[src/shared/acms_pkg.sv]
// Package: register map, field layout, reset values and timing for the converter clock config
package acms_pkg;

	// ----------------------------------------------------------------
	// Register map
	// ----------------------------------------------------------------
	localparam logic [7:0] ACMS_OFF_CFG_ONE = 8'h00;
	localparam logic [7:0] ACMS_OFF_CFG_TWO = 8'h04;

	// ----------------------------------------------------------------
	// Field positions, first configuration register
	// ----------------------------------------------------------------
	localparam int ACMS_CLKSEL_LSB = 0;
	localparam int ACMS_MODE_LSB   = 2;
	localparam int ACMS_LSMP_BIT   = 4;
	localparam int ACMS_DIV_LSB    = 5;
	localparam int ACMS_LPC_BIT    = 7;

	// ----------------------------------------------------------------
	// Field positions, second configuration register
	// ----------------------------------------------------------------
	localparam int ACMS_LSTS_LSB   = 0;
	localparam int ACMS_HSC_BIT    = 2;
	localparam int ACMS_ACKEN_BIT  = 3;
	localparam logic [7:0] ACMS_CFG_TWO_MASK = 8'h0F;

	// ----------------------------------------------------------------
	// Reset values
	// ----------------------------------------------------------------
	localparam logic [7:0] ACMS_CFG_ONE_RST = 8'h00;
	localparam logic [7:0] ACMS_CFG_TWO_RST = 8'h00;

	// ----------------------------------------------------------------
	// Clock sources and responses
	// ----------------------------------------------------------------
	typedef enum logic [1:0] {ACMS_SRC_BUS, ACMS_SRC_BUS_HALF, ACMS_SRC_ALT, ACMS_SRC_ASYNC}
		acms_src_t;
	localparam logic [1:0] ACMS_RESP_OKAY   = 2'h0;
	localparam logic [1:0] ACMS_RESP_SLVERR = 2'h2;

	// ----------------------------------------------------------------
	// Cycle counts, in conversion-clock cycles
	// ----------------------------------------------------------------
	localparam logic [5:0] ACMS_SAMPLE_SHORT = 6'h04;
	localparam logic [5:0] ACMS_SAMPLE_L0    = 6'h18;
	localparam logic [5:0] ACMS_SAMPLE_L1    = 6'h10;
	localparam logic [5:0] ACMS_SAMPLE_L2    = 6'h0A;
	localparam logic [5:0] ACMS_SAMPLE_L3    = 6'h06;
	localparam logic [5:0] ACMS_HSC_EXTRA    = 6'h04;
	localparam logic [5:0] ACMS_DIFF_EXTRA   = 6'h02;

	// ----------------------------------------------------------------
	// Asynchronous clock model timing
	// ----------------------------------------------------------------
	localparam int ACMS_CLK_SYS_MHZ      = 100;
	localparam int ACMS_ASYNC_STARTUP_NS = 5000;
	localparam int ACMS_ASYNC_STARTUP_CYC = (ACMS_ASYNC_STARTUP_NS * ACMS_CLK_SYS_MHZ + 999) / 1000;

endpackage : acms_pkg

[src/hw/acms_top.sv]
// Converter clock, mode and sample configuration block with AXI4-Lite register slave
//
// The address map and the AXI4-Lite register port were decided locally.
`timescale 1ns/100ps
module acms_top
	import acms_pkg::*;
#(
	parameter int ASYNC_DIV            = 4,
	parameter int ASYNC_STARTUP_CYCLES = ACMS_ASYNC_STARTUP_CYC
)(
	// Clock and reset
	input  wire logic        clk_sys,
	input  wire logic        rst,
	// AXI4-Lite write address
	input  wire logic [7:0]  s_axi_awaddr,
	input  wire logic        s_axi_awvalid,
	output logic             s_axi_awready,
	// AXI4-Lite write data
	input  wire logic [31:0] s_axi_wdata,
	input  wire logic [3:0]  s_axi_wstrb,
	input  wire logic        s_axi_wvalid,
	output logic             s_axi_wready,
	// AXI4-Lite write response
	output logic [1:0]       s_axi_bresp,
	output logic             s_axi_bvalid,
	input  wire logic        s_axi_bready,
	// AXI4-Lite read address
	input  wire logic [7:0]  s_axi_araddr,
	input  wire logic        s_axi_arvalid,
	output logic             s_axi_arready,
	// AXI4-Lite read data
	output logic [31:0]      s_axi_rdata,
	output logic [1:0]       s_axi_rresp,
	output logic             s_axi_rvalid,
	input  wire logic        s_axi_rready,
	// Alternate clock pin
	input  wire logic        alternate_clock,
	// Converter side
	input  wire logic        differential_select,
	input  wire logic        conv_active,
	input  wire logic        conv_start_req,
	input  wire logic [15:0] raw_result,
	input  wire logic        raw_result_valid,
	output logic             conv_start,
	output logic             conversion_clock,
	output logic             low_power_select,
	output logic [4:0]       resolution_bits,
	output logic             twos_complement,
	output logic [5:0]       sample_cycles,
	output logic [5:0]       conversion_cycles,
	output logic [15:0]      result_data,
	output logic             result_valid,
	// Exported asynchronous clock
	output logic             internal_async_clock,
	output logic             async_clock_ready
);

	// ----------------------------------------------------------------
	// Resolution decode
	// ----------------------------------------------------------------
	function automatic logic [4:0] acms_res(input logic [1:0] mode, input logic diff);
		logic [4:0] bits;
		bits = 5'h10;
		case (mode)
			2'h0: bits = diff ? 5'h09 : 5'h08;
			2'h1: bits = diff ? 5'h0D : 5'h0C;
			2'h2: bits = diff ? 5'h0B : 5'h0A;
			default: bits = 5'h10;
		endcase
		return bits;
	endfunction : acms_res

	// ----------------------------------------------------------------
	// Register bus
	// ----------------------------------------------------------------
	logic [7:0]  cfg_one_reg;
	logic [7:0]  cfg_two_reg;
	logic [7:0]  awaddr_reg;
	logic        aw_held_reg;
	logic [31:0] wdata_reg;
	logic [3:0]  wstrb_reg;
	logic        w_held_reg;

	assign s_axi_awready = !aw_held_reg && !s_axi_bvalid;
	assign s_axi_wready  = !w_held_reg && !s_axi_bvalid;
	assign s_axi_arready = !s_axi_rvalid;

	always_ff @(posedge clk_sys or posedge rst)
	begin
		if (rst)
		begin
			aw_held_reg <= 1'b0;
			w_held_reg  <= 1'b0;
			awaddr_reg  <= 8'h00;
			wdata_reg   <= 32'h0000_0000;
			wstrb_reg   <= 4'h0;
		end
		else
		begin
			if (s_axi_awvalid && s_axi_awready)
			begin
				aw_held_reg <= 1'b1;
				awaddr_reg  <= s_axi_awaddr;
			end
			else if (aw_held_reg && w_held_reg)
				aw_held_reg <= 1'b0;
			if (s_axi_wvalid && s_axi_wready)
			begin
				w_held_reg <= 1'b1;
				wdata_reg  <= s_axi_wdata;
				wstrb_reg  <= s_axi_wstrb;
			end
			else if (aw_held_reg && w_held_reg)
				w_held_reg <= 1'b0;
		end
	end

	// Write commit and response
	always_ff @(posedge clk_sys or posedge rst)
	begin
		if (rst)
		begin
			cfg_one_reg  <= ACMS_CFG_ONE_RST;
			cfg_two_reg  <= ACMS_CFG_TWO_RST;
			s_axi_bvalid <= 1'b0;
			s_axi_bresp  <= ACMS_RESP_OKAY;
		end
		else if (aw_held_reg && w_held_reg)
		begin
			s_axi_bvalid <= 1'b1;
			s_axi_bresp  <= ACMS_RESP_OKAY;
			if (awaddr_reg[7:2] == ACMS_OFF_CFG_ONE[7:2])
			begin
				if (wstrb_reg[0])
					cfg_one_reg <= wdata_reg[7:0];
			end
			else if (awaddr_reg[7:2] == ACMS_OFF_CFG_TWO[7:2])
			begin
				if (wstrb_reg[0])
					cfg_two_reg <= wdata_reg[7:0] & ACMS_CFG_TWO_MASK;
			end
			else
				s_axi_bresp <= ACMS_RESP_SLVERR;
		end
		else if (s_axi_bready)
			s_axi_bvalid <= 1'b0;
	end

	// Read path
	always_ff @(posedge clk_sys or posedge rst)
	begin
		if (rst)
		begin
			s_axi_rvalid <= 1'b0;
			s_axi_rdata  <= 32'h0000_0000;
			s_axi_rresp  <= ACMS_RESP_OKAY;
		end
		else if (s_axi_arvalid && s_axi_arready)
		begin
			s_axi_rvalid <= 1'b1;
			s_axi_rresp  <= ACMS_RESP_OKAY;
			if (s_axi_araddr[7:2] == ACMS_OFF_CFG_ONE[7:2])
				s_axi_rdata <= {24'h00_0000, cfg_one_reg};
			else if (s_axi_araddr[7:2] == ACMS_OFF_CFG_TWO[7:2])
				s_axi_rdata <= {24'h00_0000, cfg_two_reg & ACMS_CFG_TWO_MASK};
			else
			begin
				s_axi_rdata <= 32'h0000_0000;
				s_axi_rresp <= ACMS_RESP_SLVERR;
			end
		end
		else if (s_axi_rready)
			s_axi_rvalid <= 1'b0;
	end

	// ----------------------------------------------------------------
	// Field extraction
	// ----------------------------------------------------------------
	logic [1:0] input_clock_select;
	logic [1:0] mode_field;
	logic       long_sample_select;
	logic [1:0] clock_divider_field;
	logic [1:0] long_sample_length;
	logic       high_speed_sequence;
	logic       async_clock_enable;

	assign input_clock_select  = cfg_one_reg[ACMS_CLKSEL_LSB +: 2];
	assign mode_field          = cfg_one_reg[ACMS_MODE_LSB +: 2];
	assign long_sample_select  = cfg_one_reg[ACMS_LSMP_BIT];
	assign clock_divider_field = cfg_one_reg[ACMS_DIV_LSB +: 2];
	assign long_sample_length  = cfg_two_reg[ACMS_LSTS_LSB +: 2];
	assign high_speed_sequence = cfg_two_reg[ACMS_HSC_BIT];
	assign async_clock_enable  = cfg_two_reg[ACMS_ACKEN_BIT];

	// ----------------------------------------------------------------
	// Alternate clock pin synchroniser
	// ----------------------------------------------------------------
	logic [2:0] alt_sync_reg;
	logic       alt_level_reg;
	logic       alt_rise;

	always_ff @(posedge clk_sys or posedge rst)
	begin
		if (rst)
		begin
			alt_sync_reg  <= 3'h0;
			alt_level_reg <= 1'b0;
		end
		else
		begin
			alt_sync_reg <= {alt_sync_reg[1:0], alternate_clock};
			if (alt_sync_reg[1] == alt_sync_reg[2])
				alt_level_reg <= alt_sync_reg[2];
		end
	end
	assign alt_rise = (alt_sync_reg[1] == alt_sync_reg[2]) && alt_sync_reg[2] && !alt_level_reg;

	// ----------------------------------------------------------------
	// Asynchronous clock model
	// ----------------------------------------------------------------
	logic        async_run;
	logic [15:0] async_cnt_reg;
	logic [15:0] startup_cnt_reg;
	logic        async_tick;

	assign async_run = async_clock_enable ||
		(conv_active && (input_clock_select == ACMS_SRC_ASYNC));

	always_ff @(posedge clk_sys or posedge rst)
	begin
		if (rst)
		begin
			async_cnt_reg        <= 16'h0000;
			startup_cnt_reg      <= 16'h0000;
			async_clock_ready    <= 1'b0;
			internal_async_clock <= 1'b0;
		end
		else if (!async_run)
		begin
			// Oscillator stops; next start pays the start-up delay again
			async_cnt_reg        <= 16'h0000;
			startup_cnt_reg      <= 16'h0000;
			async_clock_ready    <= 1'b0;
			internal_async_clock <= 1'b0;
		end
		else if (!async_clock_ready)
		begin
			startup_cnt_reg <= startup_cnt_reg + 16'h0001;
			if (startup_cnt_reg == 16'(ASYNC_STARTUP_CYCLES - 1))
				async_clock_ready <= 1'b1;
		end
		else if (async_cnt_reg == 16'(ASYNC_DIV - 1))
		begin
			async_cnt_reg        <= 16'h0000;
			internal_async_clock <= !internal_async_clock;
		end
		else
			async_cnt_reg <= async_cnt_reg + 16'h0001;
	end
	assign async_tick = async_clock_ready && (async_cnt_reg == 16'(ASYNC_DIV - 1))
		&& !internal_async_clock;

	// ----------------------------------------------------------------
	// Conversion clock source and divider
	// ----------------------------------------------------------------
	logic       bus_half_reg;
	logic       src_tick;
	logic [2:0] div_cnt_reg;
	logic [2:0] div_last;

	always_ff @(posedge clk_sys or posedge rst)
	begin
		if (rst)
			bus_half_reg <= 1'b0;
		else
			bus_half_reg <= !bus_half_reg;
	end

	always_comb
	begin
		src_tick = 1'b0;
		case (input_clock_select)
			ACMS_SRC_BUS:      src_tick = 1'b1;
			ACMS_SRC_BUS_HALF: src_tick = bus_half_reg;
			ACMS_SRC_ALT:      src_tick = alt_rise;
			default:           src_tick = async_tick;
		endcase
	end

	assign div_last = 3'((4'h1 << clock_divider_field) - 4'h1);

	always_ff @(posedge clk_sys or posedge rst)
	begin
		if (rst)
		begin
			div_cnt_reg      <= 3'h0;
			conversion_clock <= 1'b0;
		end
		else
		begin
			conversion_clock <= 1'b0;
			if (src_tick)
			begin
				if (div_cnt_reg >= div_last)
				begin
					div_cnt_reg      <= 3'h0;
					conversion_clock <= 1'b1;
				end
				else
					div_cnt_reg <= div_cnt_reg + 3'h1;
			end
		end
	end

	// ----------------------------------------------------------------
	// Conversion start gating
	// ----------------------------------------------------------------
	logic start_pending_reg;
	logic start_ok;

	// No wait once async clock is up
	assign start_ok = (input_clock_select != ACMS_SRC_ASYNC) || async_clock_ready;

	always_ff @(posedge clk_sys or posedge rst)
	begin
		if (rst)
		begin
			start_pending_reg <= 1'b0;
			conv_start        <= 1'b0;
		end
		else
		begin
			conv_start <= 1'b0;
			if ((start_pending_reg || conv_start_req) && start_ok)
			begin
				start_pending_reg <= 1'b0;
				conv_start        <= 1'b1;
			end
			else if (conv_start_req)
				start_pending_reg <= 1'b1;
		end
	end

	// ----------------------------------------------------------------
	// Mode, sample and cycle configuration
	// ----------------------------------------------------------------
	logic [5:0] sample_next;
	logic [5:0] conv_next;

	always_comb
	begin
		// Length field only in long mode
		sample_next = ACMS_SAMPLE_SHORT;
		if (long_sample_select)
		begin
			case (long_sample_length)
				2'h0:    sample_next = ACMS_SAMPLE_L0;
				2'h1:    sample_next = ACMS_SAMPLE_L1;
				2'h2:    sample_next = ACMS_SAMPLE_L2;
				default: sample_next = ACMS_SAMPLE_L3;
			endcase
		end
		conv_next = sample_next + {1'b0, acms_res(mode_field, differential_select)};
		if (high_speed_sequence)
			conv_next = conv_next + ACMS_HSC_EXTRA;
		if (differential_select)
			conv_next = conv_next + ACMS_DIFF_EXTRA;
	end

	always_ff @(posedge clk_sys or posedge rst)
	begin
		if (rst)
		begin
			sample_cycles     <= ACMS_SAMPLE_SHORT;
			conversion_cycles <= ACMS_SAMPLE_SHORT;
			resolution_bits   <= 5'h08;
			twos_complement   <= 1'b0;
			low_power_select  <= 1'b0;
		end
		else
		begin
			sample_cycles     <= sample_next;
			conversion_cycles <= conv_next;
			resolution_bits   <= acms_res(mode_field, differential_select);
			twos_complement   <= differential_select;
			low_power_select  <= cfg_one_reg[ACMS_LPC_BIT];
		end
	end

	// ----------------------------------------------------------------
	// Result formatting
	// ----------------------------------------------------------------
	logic [15:0] fmt;
	logic [4:0]  res_now;

	assign res_now = acms_res(mode_field, differential_select);

	// Sign extend differential, zero fill single-ended
	always_comb
	begin
		fmt = 16'h0000;
		for (int i = 0; i < 16; i++)
		begin
			if (5'(i) < res_now)
				fmt[i] = raw_result[i];
			else
				fmt[i] = differential_select && raw_result[4'(res_now - 5'h01)];
		end
	end

	always_ff @(posedge clk_sys or posedge rst)
	begin
		if (rst)
		begin
			result_data  <= 16'h0000;
			result_valid <= 1'b0;
		end
		else
		begin
			result_valid <= raw_result_valid;
			if (raw_result_valid)
				result_data <= fmt;
		end
	end

endmodule : acms_top

[config.mk]
export PLATFORM = sky130hd
export DESIGN_NAME = acms_top
export DESIGN_NICKNAME = d
export VERILOG_FILES = /design/src/shared/acms_pkg.sv /design/src/hw/acms_top.sv
export SDC_FILE = /design/constraint.sdc
export NUM_CORES = 1
export LEC_CHECK = 0
export BUFFER_PORTS_ARGS = -buffer_cell sky130_fd_sc_hd__buf_2
export CORE_ASPECT_RATIO = 1.5
export CORE_MARGIN = 3
export CORE_UTILIZATION = 40
export DETAILED_ROUTE_END_ITERATION = 10
export SETUP_SLACK_MARGIN = 0.02
export SYNTH_ARGS = -nofsm -noshare
export SYNTH_HDL_FRONTEND = slang
export SYNTH_SLANG_ARGS = --single-unit
[constraint.sdc]
create_clock -name clk_sys -period 7.6 [get_ports clk_sys]
set_clock_uncertainty 0.2 [all_clocks]
set_input_delay 1.14 -clock clk_sys [delete_from_list [all_inputs] [get_ports clk_sys]]
set_output_delay 1.14 -clock clk_sys [all_outputs]
set_load 0.05 [all_outputs]
=== Word level (Yosys, flattened, before mapping) ===
Cells that the tools add are included.

* Logic and storage cells: 167
* Input port bits: 80
* Bits in registers: 150
* Output and inout port bits: 81

* Mux-type cells: 57
* Magnitude comparators: 18
* Shift operators: 1
* Equal/unequal tests: 16
* Bitwise logic cells: 1
* $add $sub $neg: 8
* Reductions and logical operators: 36

{| class="wikitable"
|+ Operators by type and width
! kind !! number
|-
| 16-bit two-way mux || 5
|-
| 4-bit by 5-bit < comparator with 1-bit output, first input constant || 8
|-
| 1-bit two-way mux || 38
|-
| 16-bit by 1-bit adder with 16-bit output, second input constant || 2
|-
| 5-bit case mux with 3 select lines || 2
|-
| 3-bit by 5-bit < comparator with 1-bit output, first input constant || 4
|-
| 16-bit by 2-bit equality test with 1-bit output, second input constant || 1
|-
| 16-bit by 9-bit equality test with 1-bit output, second input constant || 1
|-
| 1-bit logical AND || 13
|-
| 6-bit by 1-bit equality test with 1-bit output, second input constant || 2
|-
| 6-bit zero test || 2
|-
| 6-bit two-way mux || 2
|-
| 1-bit by 5-bit < comparator with 1-bit output, first input constant || 2
|-
| 2-bit by 5-bit < comparator with 1-bit output, first input constant || 2
|-
| 2-bit nonzero test || 5
|-
| 2-bit equality test, second input constant || 4
|-
| 2-bit two-way mux || 4
|-
| 8-bit two-way mux || 1
|-
| 1-bit zero test || 7
|-
| 5-bit by 5-bit adder with 6-bit output || 1
|-
| 6-bit by 2-bit adder with 6-bit output, second input constant || 1
|-
| 6-bit by 3-bit adder with 6-bit output, second input constant || 1
|-
| 2-bit by 1-bit equality test with 1-bit output, second input constant || 3
|-
| 2-bit zero test || 3
|-
| 19 further kinds || 23
|}

=== Logic depth before layout (Yosys ltp) ===
Gate-level depths: netlist (run 1).

* Depth in word-level cells: 8
* Mapped depth: 11
* Gate-level depth less buffers: 11

=== Worst setup path after synthesis (run 1) ===
OpenSTA, ideal clock, no wires.

* Path type: input -> register
* Start: input differential_select
* End: register result_data[11]
* Path buffers: 1
* Path slack: 4.842 ns
* Library setup time: 0.096 ns
* Required time: 7.304 ns
* Stages on the path: 7
* Arrival time: 2.463 ns
* Cell sequence: buf_6 > nor2b_4 > or3_4 > nand4_2 > a21oi_2 > o32a_4 > o31ai_1

* Word-level cells in the longest chain between the ends: 7
* Elaborated cells between the ends (all ways): 10
* Classes of those cells: 1 x add/sub; 1 x order compare; 7 x mux; 1 x reduce/logical

{| class="wikitable"
|+ RTL lines
! item !! line !! RTL
|-
| from (decl) || acms_top.sv:39 || <nowiki>input wire logic differential_select,</nowiki>
|-
| 1-bit two-way mux || acms_top.sv:65, acms_top.sv:66, acms_top.sv:67 ||
|-
| 5-bit case mux with 3 select lines || acms_top.sv:64 || <nowiki>case (mode)</nowiki>
|-
| 4-bit by 1-bit subtractor with 4-bit output || acms_top.sv:407 || <nowiki>fmt[i] = differential_select && raw_result[4'(res_now - 5'h01)];</nowiki>
|-
| 1-bit binary-select mux with 4-bit select || acms_top.sv:407 ||
|-
| 1-bit two-way mux (not written as such) || acms_top.sv:407 ||
|-
| 1-bit logical AND || acms_top.sv:407 ||
|-
| 1-bit two-way mux * || acms_top.sv:404 || <nowiki>if (5'(i) < res_now)</nowiki>
|-
| to (signal assigned) || acms_top.sv:422 || <nowiki>result_data <= fmt;</nowiki>
|-
| to (decl) || acms_top.sv:51 || <nowiki>output logic [15:0] result_data,</nowiki>
|}

Every way passes the cells marked *; elsewhere a longest branch is shown, timed or not. The select of a mux whose other input is x is not followed.
A chain may end at the register's enable or synchronous reset.

=== Worst setup path after layout (run 1) ===
* Start: register cfg_one_reg[2]
* End: register conversion_cycles[5]

* Word-level cells in the longest chain between the ends: 7
* Elaborated cells between the ends (all ways): 9
* Classes of those cells: 3 x add/sub; 2 x eq/ne; 3 x mux; 1 x reduce/logical

{| class="wikitable"
|+ RTL lines
! item !! line !! RTL
|-
| from (decl) || acms_top.sv:76 || <nowiki>logic [7:0] cfg_one_reg;</nowiki>
|-
| from (signal assigned) || acms_top.sv:135 || <nowiki>cfg_one_reg <= wdata_reg[7:0];</nowiki>
|-
| 2-bit equality test (tied with other cells) || -- ||
|-
| 5-bit case mux with 3 select lines * || -- ||
|-
| named net res_now[1] || acms_top.sv:394 || <nowiki>logic [4:0] res_now;</nowiki>
|-
| 5-bit by 5-bit adder with 6-bit output * || acms_top.sv:363 || <nowiki>conv_next = sample_next + {1'b0, acms_res(mode_field, differential_select)};</nowiki>
|-
| 6-bit by 3-bit adder with 6-bit output || acms_top.sv:365 || <nowiki>conv_next = conv_next + ACMS_HSC_EXTRA;</nowiki>
|-
| 6-bit two-way mux * || acms_top.sv:364 || <nowiki>if (high_speed_sequence)</nowiki>
|-
| 6-bit by 2-bit adder with 6-bit output || acms_top.sv:367 || <nowiki>conv_next = conv_next + ACMS_DIFF_EXTRA;</nowiki>
|-
| 6-bit two-way mux * || acms_top.sv:366 || <nowiki>if (differential_select)</nowiki>
|-
| named net conv_next[5] || acms_top.sv:348 || <nowiki>logic [5:0] conv_next;</nowiki>
|-
| to (signal assigned) || acms_top.sv:383 || <nowiki>conversion_cycles <= conv_next;</nowiki>
|-
| to (decl) || acms_top.sv:50 || <nowiki>output logic [5:0] conversion_cycles,</nowiki>
|}

The timed path passes the listed nets; every way through them passes the cells marked *.

==> impl_summary.log, run 1 <==
INFO  metric synth_edf_count = 0
INFO  metric finish.instance_area = 0.00698 mm²
INFO  metric postSynthAreaPerCell = between 10 and 15 µm²
INFO  metric cts.path.max_buffers = 2
INFO  metric reg2reg_setup_slack = 4510 ps
INFO  metric h_tree_depth = 4
INFO  metric nets = 750
INFO  metric timing.hold.worst.class = flip-flop to flip-flop
INFO  metric reg2reg_depth = 11
INFO  metric pin_count_of_the_biggest_net_entering_global_routing = 68
INFO  metric critPathLaunchType = flip-flop
INFO  metric cts_setup_buffers = 0
INFO  metric worst_slew_margin_rel = 44.8%
INFO  metric ys_async_sr_fraction = between 90% and 100%
INFO  metric fin_total_pwr = 0.00261 W
INFO  metric transition_time_at_the_pin_with_the_least_slew_margin = 828 ps
INFO  metric required_time_of_the_critical_path = about 7700 ps
INFO  metric critical_path.max_fanout = 9
INFO  metric floorplan.rows = 53
INFO  metric endpoint_kind = flip-flop
INFO  metric cp_slowest_cell = dfrtp_1
INFO  metric grt.overflow.total = 0
INFO  metric clock_insertion_delay_worst_skew = roughly 400 ps
INFO  metric placed_instance_area = 0.00638 mm²
INFO  metric cts.repair.resized = 0
INFO  metric rsz0062_at_grt = no
INFO  metric routedWlPerCell = about 14 µm
INFO  metric cts_buffers = 17
INFO  metric timing.critical_path.mode_cell = ha_1
INFO  metric synthesis.yosys.warnings = 0
INFO  metric detail_route.iter0.violations = 170
INFO  metric fin_hold_viols = 0
INFO  metric drc = 0
INFO  metric post_synth_inst_count = 545
INFO  metric clk_root_buffer_cell = clkbuf_16
INFO  metric crit_arrival = 3210 ps
INFO  metric path_cells = inv_1, ha_1, ha_1, inv_1, fa_1, xnor2_1, ha_1, mux2i_1, nor2_1, nand2_1, xnor2_1
INFO  metric max_cap_violations = 0
INFO  metric yosys_register_bits = 119
INFO  metric tritoncts = built
INFO  metric placement.io_buffers = 101
INFO  metric synthesis.area = 0.00580 mm²
INFO  metric critical_path_class = flip-flop to flip-flop
INFO  metric clkSinkCount = about 120
INFO  metric dp.final_hpwl = 8860 µm
INFO  metric ctsHoldBuffers = 0
INFO  metric power_density = 374 mW/mm²
INFO  metric syn2layout_area_growth = 20.4%
INFO  metric number_of_global_route_vias_before_repair = 4365
INFO  metric fp.coreArea = 0.0141 mm²
INFO  metric finalWirelength = ~12000 µm
INFO  metric setup_tns = 0 ps
INFO  metric floorplan.initialDensity = 41.1%
INFO  metric ys.flop_type = dfrtp_1
INFO  metric detail_route.first_pass.iterations = 4
INFO  metric path_clk_slew = about 60 ps
INFO  metric run_status = finished clean
INFO  metric timing_max_transition_violations_final = 0
INFO  metric synth.lib_cells_used.distinct = 55
INFO  metric io-pin-count = between 150 and 200
INFO  metric layout-drive-gt1-share = 28.1%
INFO  metric ir_drop = 150 µV
INFO  metric antenna_cells_inserted = 0
INFO  metric fin_worst_hold_slack = between 150 and 200 ps
INFO  metric die_h = around 150 µm
INFO  metric grt_antenna_before_repair = 0
INFO  metric fmaxAchievable = 324 MHz
INFO  metric setup_viol = 0
INFO  metric min_delay_path_depth = 0
INFO  metric via_count = 4228
INFO  metric finalWeightedCongestion = slightly above 0.8
INFO  metric die_width = ~100 µm
INFO  metric timing.final.crit_period = roughly 3100 ps
INFO  metric grt_use_total = 15.8%
INFO  metric grt_first_pass_wirelength = 20600 µm
INFO  metric route.detailed.vias_per_inst = 4.95
INFO  metric die_area = 0.0160 mm²
INFO  metric fin_crit_sh = ~41%
INFO  metric yosysSeqAreaShare = 51.4%
INFO  metric leakage = about 3.3 nW
INFO  metric critical-path-max-stage-delay = about 470 ps
INFO  metric antenna_violating_nets_post_route = 0
metrics by stage:
stage / util [%] / setup slack (ps) / cells
2_1_floorplan: - / 3110 / 572
3_3_place_gp: 45.2 / 4270 / 823
3_5_place_dp: 45.2 / 4220 / 823
4_1_cts: 49.4 / 4500 / 855
5_1_grt: 49.4 / 4270 / 855
6_report: 49.4 / 4510 / 855
layout by cell type (no fill, tap or decap), drive strengths merged, types with 2 or more instances in the layout:
cell type    n
or2          3
xnor2       10
conb        28
nor2b       13
clkinv       6
clkinvlp     4
and3         3
nand2b       5
dfstp        3
bufinv       3
o31a         2
buf        103
a21o         4
xor2        21
nand3       17
nor4         6
mux2        35
o31ai        8
nor3        10
or3          7
inv         23
dfrtp      116
nand2       51
mux2i        9
a21oi       19
and2         3
nor2        47
a22o         4
a31oi        6
clkbuf      17
nand4       13
ha          19
o21ai       31
critical path: cells and delay by family, from the launching register on:
| kind | cells | cell delay, ps |
|---|---|---|
| fa+ha+maj | 4 | 1290 |
| flops | 1 | 470 |
| xor+xnor | 2 | 370 |
| mux | 1 | 270 |
| buf+inv | 2 | 220 |
| simple gates | 2 | 180 |
cells in the mapped netlist, types with 5 or more instances:
library cell / n / share of area [%]
nand2b_1: 5 / 0.54
xnor2_1: 10 / 1.5
nor3_1: 8 / 0.69
or3_1: 6 / 0.65
nand2_1: 51 / 3.3
nor2b_1: 11 / 1.2
nor4_1: 5 / 0.54
xor2_1: 21 / 3.2
mux2_2: 34 / 6.6
o21ai_0: 29 / 2.5
dfrtp_1: 116 / 50
clkbuf_1: 12 / 0.78
buf_4: 30 / 3.9
nor2_1: 47 / 3.0
nand4_1: 12 / 1.3
inv_1: 21 / 1.4
nand3_1: 17 / 1.5
ha_1: 19 / 4.1
mux2i_1: 9 / 1.6
o31ai_1: 8 / 1.0
a31oi_1: 5 / 0.54
a21oi_1: 18 / 1.6
cells by family (layout without fill, tap and decap cells):
group | count (synthesis) | count (layout) | share of synthesized area [%]
and+or+nand+nor | 182 | 182 | 15.7
DFF | 119 | 119 | 51.4
AOI/OAI and AO/OA | 83 | 83 | 9.04
buffers and inverters | 65 | 156 | 6.30
muxes | 44 | 44 | 8.35
xor gates and xnor gates | 31 | 31 | 4.68
adders and majority gates | 20 | 20 | 4.44
other | 1 | 28 | 0.0647
path summary, 6_finish.rpt:
check | start | to
min in group asynchronous | rst | result_data[2]
worst min register to register | alt_sync_reg[0] | alt_sync_reg[1]
worst min-delay path | alt_sync_reg[0] | alt_sync_reg[1]
max in group asynchronous | rst | cfg_two_reg[2]
worst max register to register | cfg_one_reg[2] | conversion_cycles[5]
worst max-delay path | cfg_one_reg[2] | conversion_cycles[5]
per-layer routing:
metal / global-route usage [%] / vias to the layer above / routed length, µm
li1: - / 2045 / -
met1: 17.6 / 2053 / 4890
met2: 28.6 / 115 / 6350
met3: 4.48 / 15 / 625
met4: 5.83 / 0 / 205
met5: 0 / - / 0
report_power, final:
group / total (W) / internal (W) / switching (W)
sequential: 0.000865 / 0.000775 / 0.0000901
combinational: 0.000935 / 0.000318 / 0.000617
clock: 0.000810 / 0.000516 / 0.000294
total: 0.00261 / 0.00161 / 0.00100
final cells by class:
cell class,instances,area (µm²)
Fill cell,1282,7140
Clock buffer,17,425
Inverter,21,81.3
Clock inverter,15,179
Timing Repair Buffer,103,520
Tap cell,192,240
Multi-Input combinational cell,388,2550
Sequential cell,119,2980
No activity file was read; power rests on OpenSTA's default activity.
==> run 2, diff against run 1 <==
--- a/config.mk
+++ b/config.mk
@@ -5,11 +5,13 @@
 export SDC_FILE = /design/constraint.sdc
 export NUM_CORES = 1
 export LEC_CHECK = 0
+export ABC_AREA = 1
 export BUFFER_PORTS_ARGS = -buffer_cell sky130_fd_sc_hd__buf_2
 export CORE_ASPECT_RATIO = 1.5
 export CORE_MARGIN = 3
 export CORE_UTILIZATION = 40
 export DETAILED_ROUTE_END_ITERATION = 10
+export PLACE_DENSITY = 0.66
 export SETUP_SLACK_MARGIN = 0.02
 export SYNTH_ARGS = -nofsm -noshare
 export SYNTH_HDL_FRONTEND = slang
==> constraint.sdc (replaced) <==
create_clock -name clk_sys -period 2.8 [get_ports clk_sys]
set_clock_uncertainty 0.2 [all_clocks]
set_input_delay 0.42 -clock clk_sys [delete_from_list [all_inputs] [get_ports clk_sys]]
set_output_delay 0.42 -clock clk_sys [all_outputs]
set_load 0.05 [all_outputs]
==> run 2 against run 1 <==
  * Setup slack lost 4300 ps
  * Fmax grew 21%
  * Critical endpoint is now conversion_cycles[4]
  * Power grew to 2.7 times the previous value
  * Non-clock buffer count grew 14
  * Critical path depth is the same
==> impl_summary.log, run 2 <==
INFO  metric run_status = finished clean
INFO  metric cts_buffers = 17 (unchanged)
INFO  metric worstPathBufferInverterCount = 2 (unchanged)
INFO  metric fp.coreArea = 0.0147 mm² (+3.8%)
INFO  metric floorplan.initialDensity = 41.0% (-0.095 points)
INFO  metric grt_first_pass_wirelength = 21700 µm (+5.2%)
INFO  metric number_of_global_route_vias_before_repair = 4571 (+4.7%)
INFO  metric syn2layout_area_growth = 22.7%
INFO  metric yosys_register_bits = 119 (unchanged)
INFO  metric fin_crit_sh = 90.9% (+50 points)
INFO  metric synth.most_common_cell = nand2_1
INFO  metric crit_arrival = 2650 ps (-560 ps)
INFO  metric endpoint_kind = flip-flop
INFO  metric leakage = 3.70 nW (+13%)
INFO  metric timing.final.crit_period = 2550 ps (-540 ps)
INFO  metric setup_tns = 0 ps (unchanged)
INFO  metric num-fill-cells = 1432 (+12%)
INFO  metric critical-path-max-stage-delay = 430 ps (-40 ps)
INFO  metric via_count = 4693 (+11%)
INFO  metric clock_insertion_delay_worst_skew = 410 ps (about the same)
INFO  metric post_synth_inst_count = 688 (+26%)
INFO  metric tritoncts = built
INFO  metric ys.flop_type = dfrtp_1
INFO  metric clkSinkCount = 119 (unchanged)
INFO  metric drc = 0 (unchanged)
INFO  metric critPathLaunchType = flip-flop
INFO  metric min_delay_path_depth = 3 (+3)
INFO  metric ys_async_sr_fraction = 100% (unchanged)
INFO  metric worstSetupPathDepth = 11 (unchanged)
INFO  metric finalWirelength = 12900 µm (+6.6%)
INFO  metric cts.path.max_buffers = 2 (unchanged)
INFO  metric grt_antenna_before_repair = 0 (unchanged)
INFO  metric die_width = 106 µm (+1.7%)
INFO  metric layout-drive-gt1-share = 23.2% (-4.9 points)
INFO  metric critical_path.max_fanout = 6 (-3)
INFO  metric io-pin-count = 161 (unchanged)
INFO  metric timing.critical_path.max_delay_family = adder cells
INFO  metric cts_setup_buffers = 0 (unchanged)
INFO  metric cp_slowest_cell = dfrtp_1
INFO  metric transition_time_at_the_pin_with_the_least_slew_margin = 643 ps (-185 ps)
INFO  metric synth.lib_cells_used.distinct = 46 (-16%)
INFO  metric placed_instance_area = 0.00670 mm² (+5.1%)
INFO  metric finish.instance_area = 0.00737 mm² (+5.6%)
INFO  metric fmaxAchievable = 393 MHz (+21%)
INFO  metric route.detailed.vias_per_inst = 4.60 (-7.0%)
INFO  metric timing.hold.worst.class = input pin to flip-flop
INFO  metric detail_route.first_pass.iterations = 5 (+1)
INFO  metric finish.utilization = 50.3% (+0.84 points)
INFO  metric die_area = 0.0166 mm² (+3.4%)
INFO  metric timing_max_transition_violations_final = 0 (unchanged)
INFO  metric required_time_of_the_critical_path = 2900 ps (-4830 ps)
INFO  metric h_tree_depth = 4 (unchanged)
INFO  metric max_cap_violations = 0 (unchanged)
INFO  metric finalWeightedCongestion = 0.849 (+3.6%)
INFO  metric setup_viol = 0 (unchanged)
INFO  metric netlist.top_cell.by_area = dfrtp_1
INFO  metric grt.overflow.total = 0 (unchanged)
INFO  metric routedWlPerCell = 12.6 µm (-11%)
INFO  metric ff_latch_area = 0.00298 mm² (unchanged)
INFO  metric reg2reg_depth = 11 (unchanged)
INFO  metric rsz0062_at_grt = no
INFO  metric synth.top_cells.by_area = dfrtp_1, nand2_1, inv_1
INFO  metric timing.critical_path.mode_cell = ha_1
INFO  metric path_cells = ha_1, ha_1, inv_1, fa_1, xnor2_1, ha_1, o21ai_2, nor2_1, nand3_1, xor2_1, inv_1
INFO  metric power_density = 968 mW/mm² (+160%)
INFO  metric antenna_violating_nets_post_route = 0 (unchanged)
INFO  metric detail_route.iter0.violations = 204 (+20%)
INFO  metric path_clk_slew = 60 ps (about the same)
INFO  metric synthDominantCellAreaShare = 48.3% (-1.7 points)
INFO  metric area_occupied_by_multi_input_gates = 0.00253 mm² (-0.93%)
INFO  metric nets = 911 (+21%)
INFO  metric layout.cells.most_common = nand2_1
INFO  metric synth_edf_count = 0 (unchanged)
INFO  metric clk_root_buffer_cell = clkbuf_16
INFO  metric worst_slew_margin_rel = 57.1% (+12 points)
INFO  metric synthesis.yosys.warnings = 0 (unchanged)
INFO  metric fin_hold_viols = 0 (unchanged)
INFO  metric pin_count_of_the_biggest_net_entering_global_routing = 48 (-29%)
INFO  metric postSynthAreaPerCell = 8.73 µm² (-18%)
INFO  metric die_h = 156 µm (+1.7%)
INFO  metric floorplan.rows = 54 (+1.9%)
INFO  metric grt_use_total = 16.3% (+0.52 points)
INFO  metric placement.io_buffers = 101 (unchanged)
INFO  metric dp.final_hpwl = 9670 µm (+9.1%)
INFO  metric critical_path_class = flip-flop to flip-flop
INFO  metric synthesis.area = 0.00601 mm² (+3.6%)
INFO  metric layout.cells.most_common_list = nand2_1, dfrtp_1, buf_2, inv_1, nor2_1
INFO  metric fin_worst_hold_slack = 26.7 ps (-124 ps)
INFO  metric synth_commonest_cells = nand2_1, dfrtp_1, inv_1
INFO  metric ir_drop = 685 µV (+360%)
INFO  metric antenna_cells_inserted = 0 (unchanged)
INFO  metric yosysSeqAreaShare = 49.6% (-1.8 points)
-- run 2: changes by cell type in the layout (fill, tap and decap cells not counted), moves of 9 or more --
cell,before,now
xor2_1,21,6
mux2_2,34,14
o21ai_0,29,41
mux2i_1,9,0
a21oi_1,18,32
nor2_1,47,70
nand2_1,51,152
nor2b_1,11,0
inv_1,20,81
-- run 2: per-layer routing --
metal | GRT usage [%] | part of all wire (%) | vias to the layer above
met5 | 0 | 0 | -
met4 | 5.93 | 1.5 | 0
met3 | 3.85 | 4.3 | 12
met2 | 29.6 | 54 | 93
met1 | 18.7 | 40 | 2187
li1 | - | - | 2401
-- run 2: final cells by class --
type	count	share of cell area (%)
clock buffers	19	6.15
clock inverters	13	2.31
inverters	86	4.47
multi-input cells	470	34.3
flip-flops and latches	119	40.5
well taps	196	3.33
repair buffers	117	8.96
-- run 2: repair_timing --
item                                    CTS  global route
hold endpoints to repair                 16             0
hold buffers                              4             0
resized for setup                         0             1
endpoints found under the setup margin    0             1
-- run 2: tightest hold or removal path: stages --
cell and delay, ps:
buf_2 90, nand2_1 40, nand2_1 50
-- run 2: final timing paths --
check                                      from                   end  slack (ps)
worst max-delay path             cfg_one_reg[3]  conversion_cycles[4]         250
worst max register to register   cfg_one_reg[3]  conversion_cycles[4]         250
worst min-delay path              raw_result[1]        result_data[1]          30
min in group asynchronous                   rst      async_cnt_reg[3]         370
max in group asynchronous                   rst      sample_cycles[2]        1430
worst min register to register  alt_sync_reg[0]       alt_sync_reg[1]         160
-- run 2: power by group --
part           internal [W]  switching [W]
sequential          0.00208       0.000194
combinational      0.000794        0.00181
clock               0.00146       0.000806
-- run 2: cell families (layout without fill, tap and decap cells) --
| kind of cell | count (synthesis) | count (layout) | share of synthesized area (%) |
|---|---|---|---|
| and+or+nand+nor | 299 | 299 | 22.7 |
| buffers and inverters | 126 | 235 | 9.98 |
| DFF | 119 | 119 | 49.6 |
| AOI/OAI and AO/OA | 96 | 96 | 8.81 |
| adders and majority gates | 20 | 20 | 4.29 |
| muxes | 14 | 14 | 2.62 |
| xor gates and xnor gates | 13 | 13 | 1.90 |
| other | 1 | 28 | 0.0624 |
-- run 2: per-stage QoR --
stage / setup WS [ps] / total power [W] / std cells
3_3_place_gp: 247 / 0.00486 / 984
6_report: 255 / 0.00713 / 1020
2_1_floorplan: 58.4 / 0.00430 / 715
3_5_place_dp: 171 / 0.00490 / 984
5_1_grt: 25.0 / 0.00761 / 1020
4_1_cts: 168 / 0.00720 / 1020
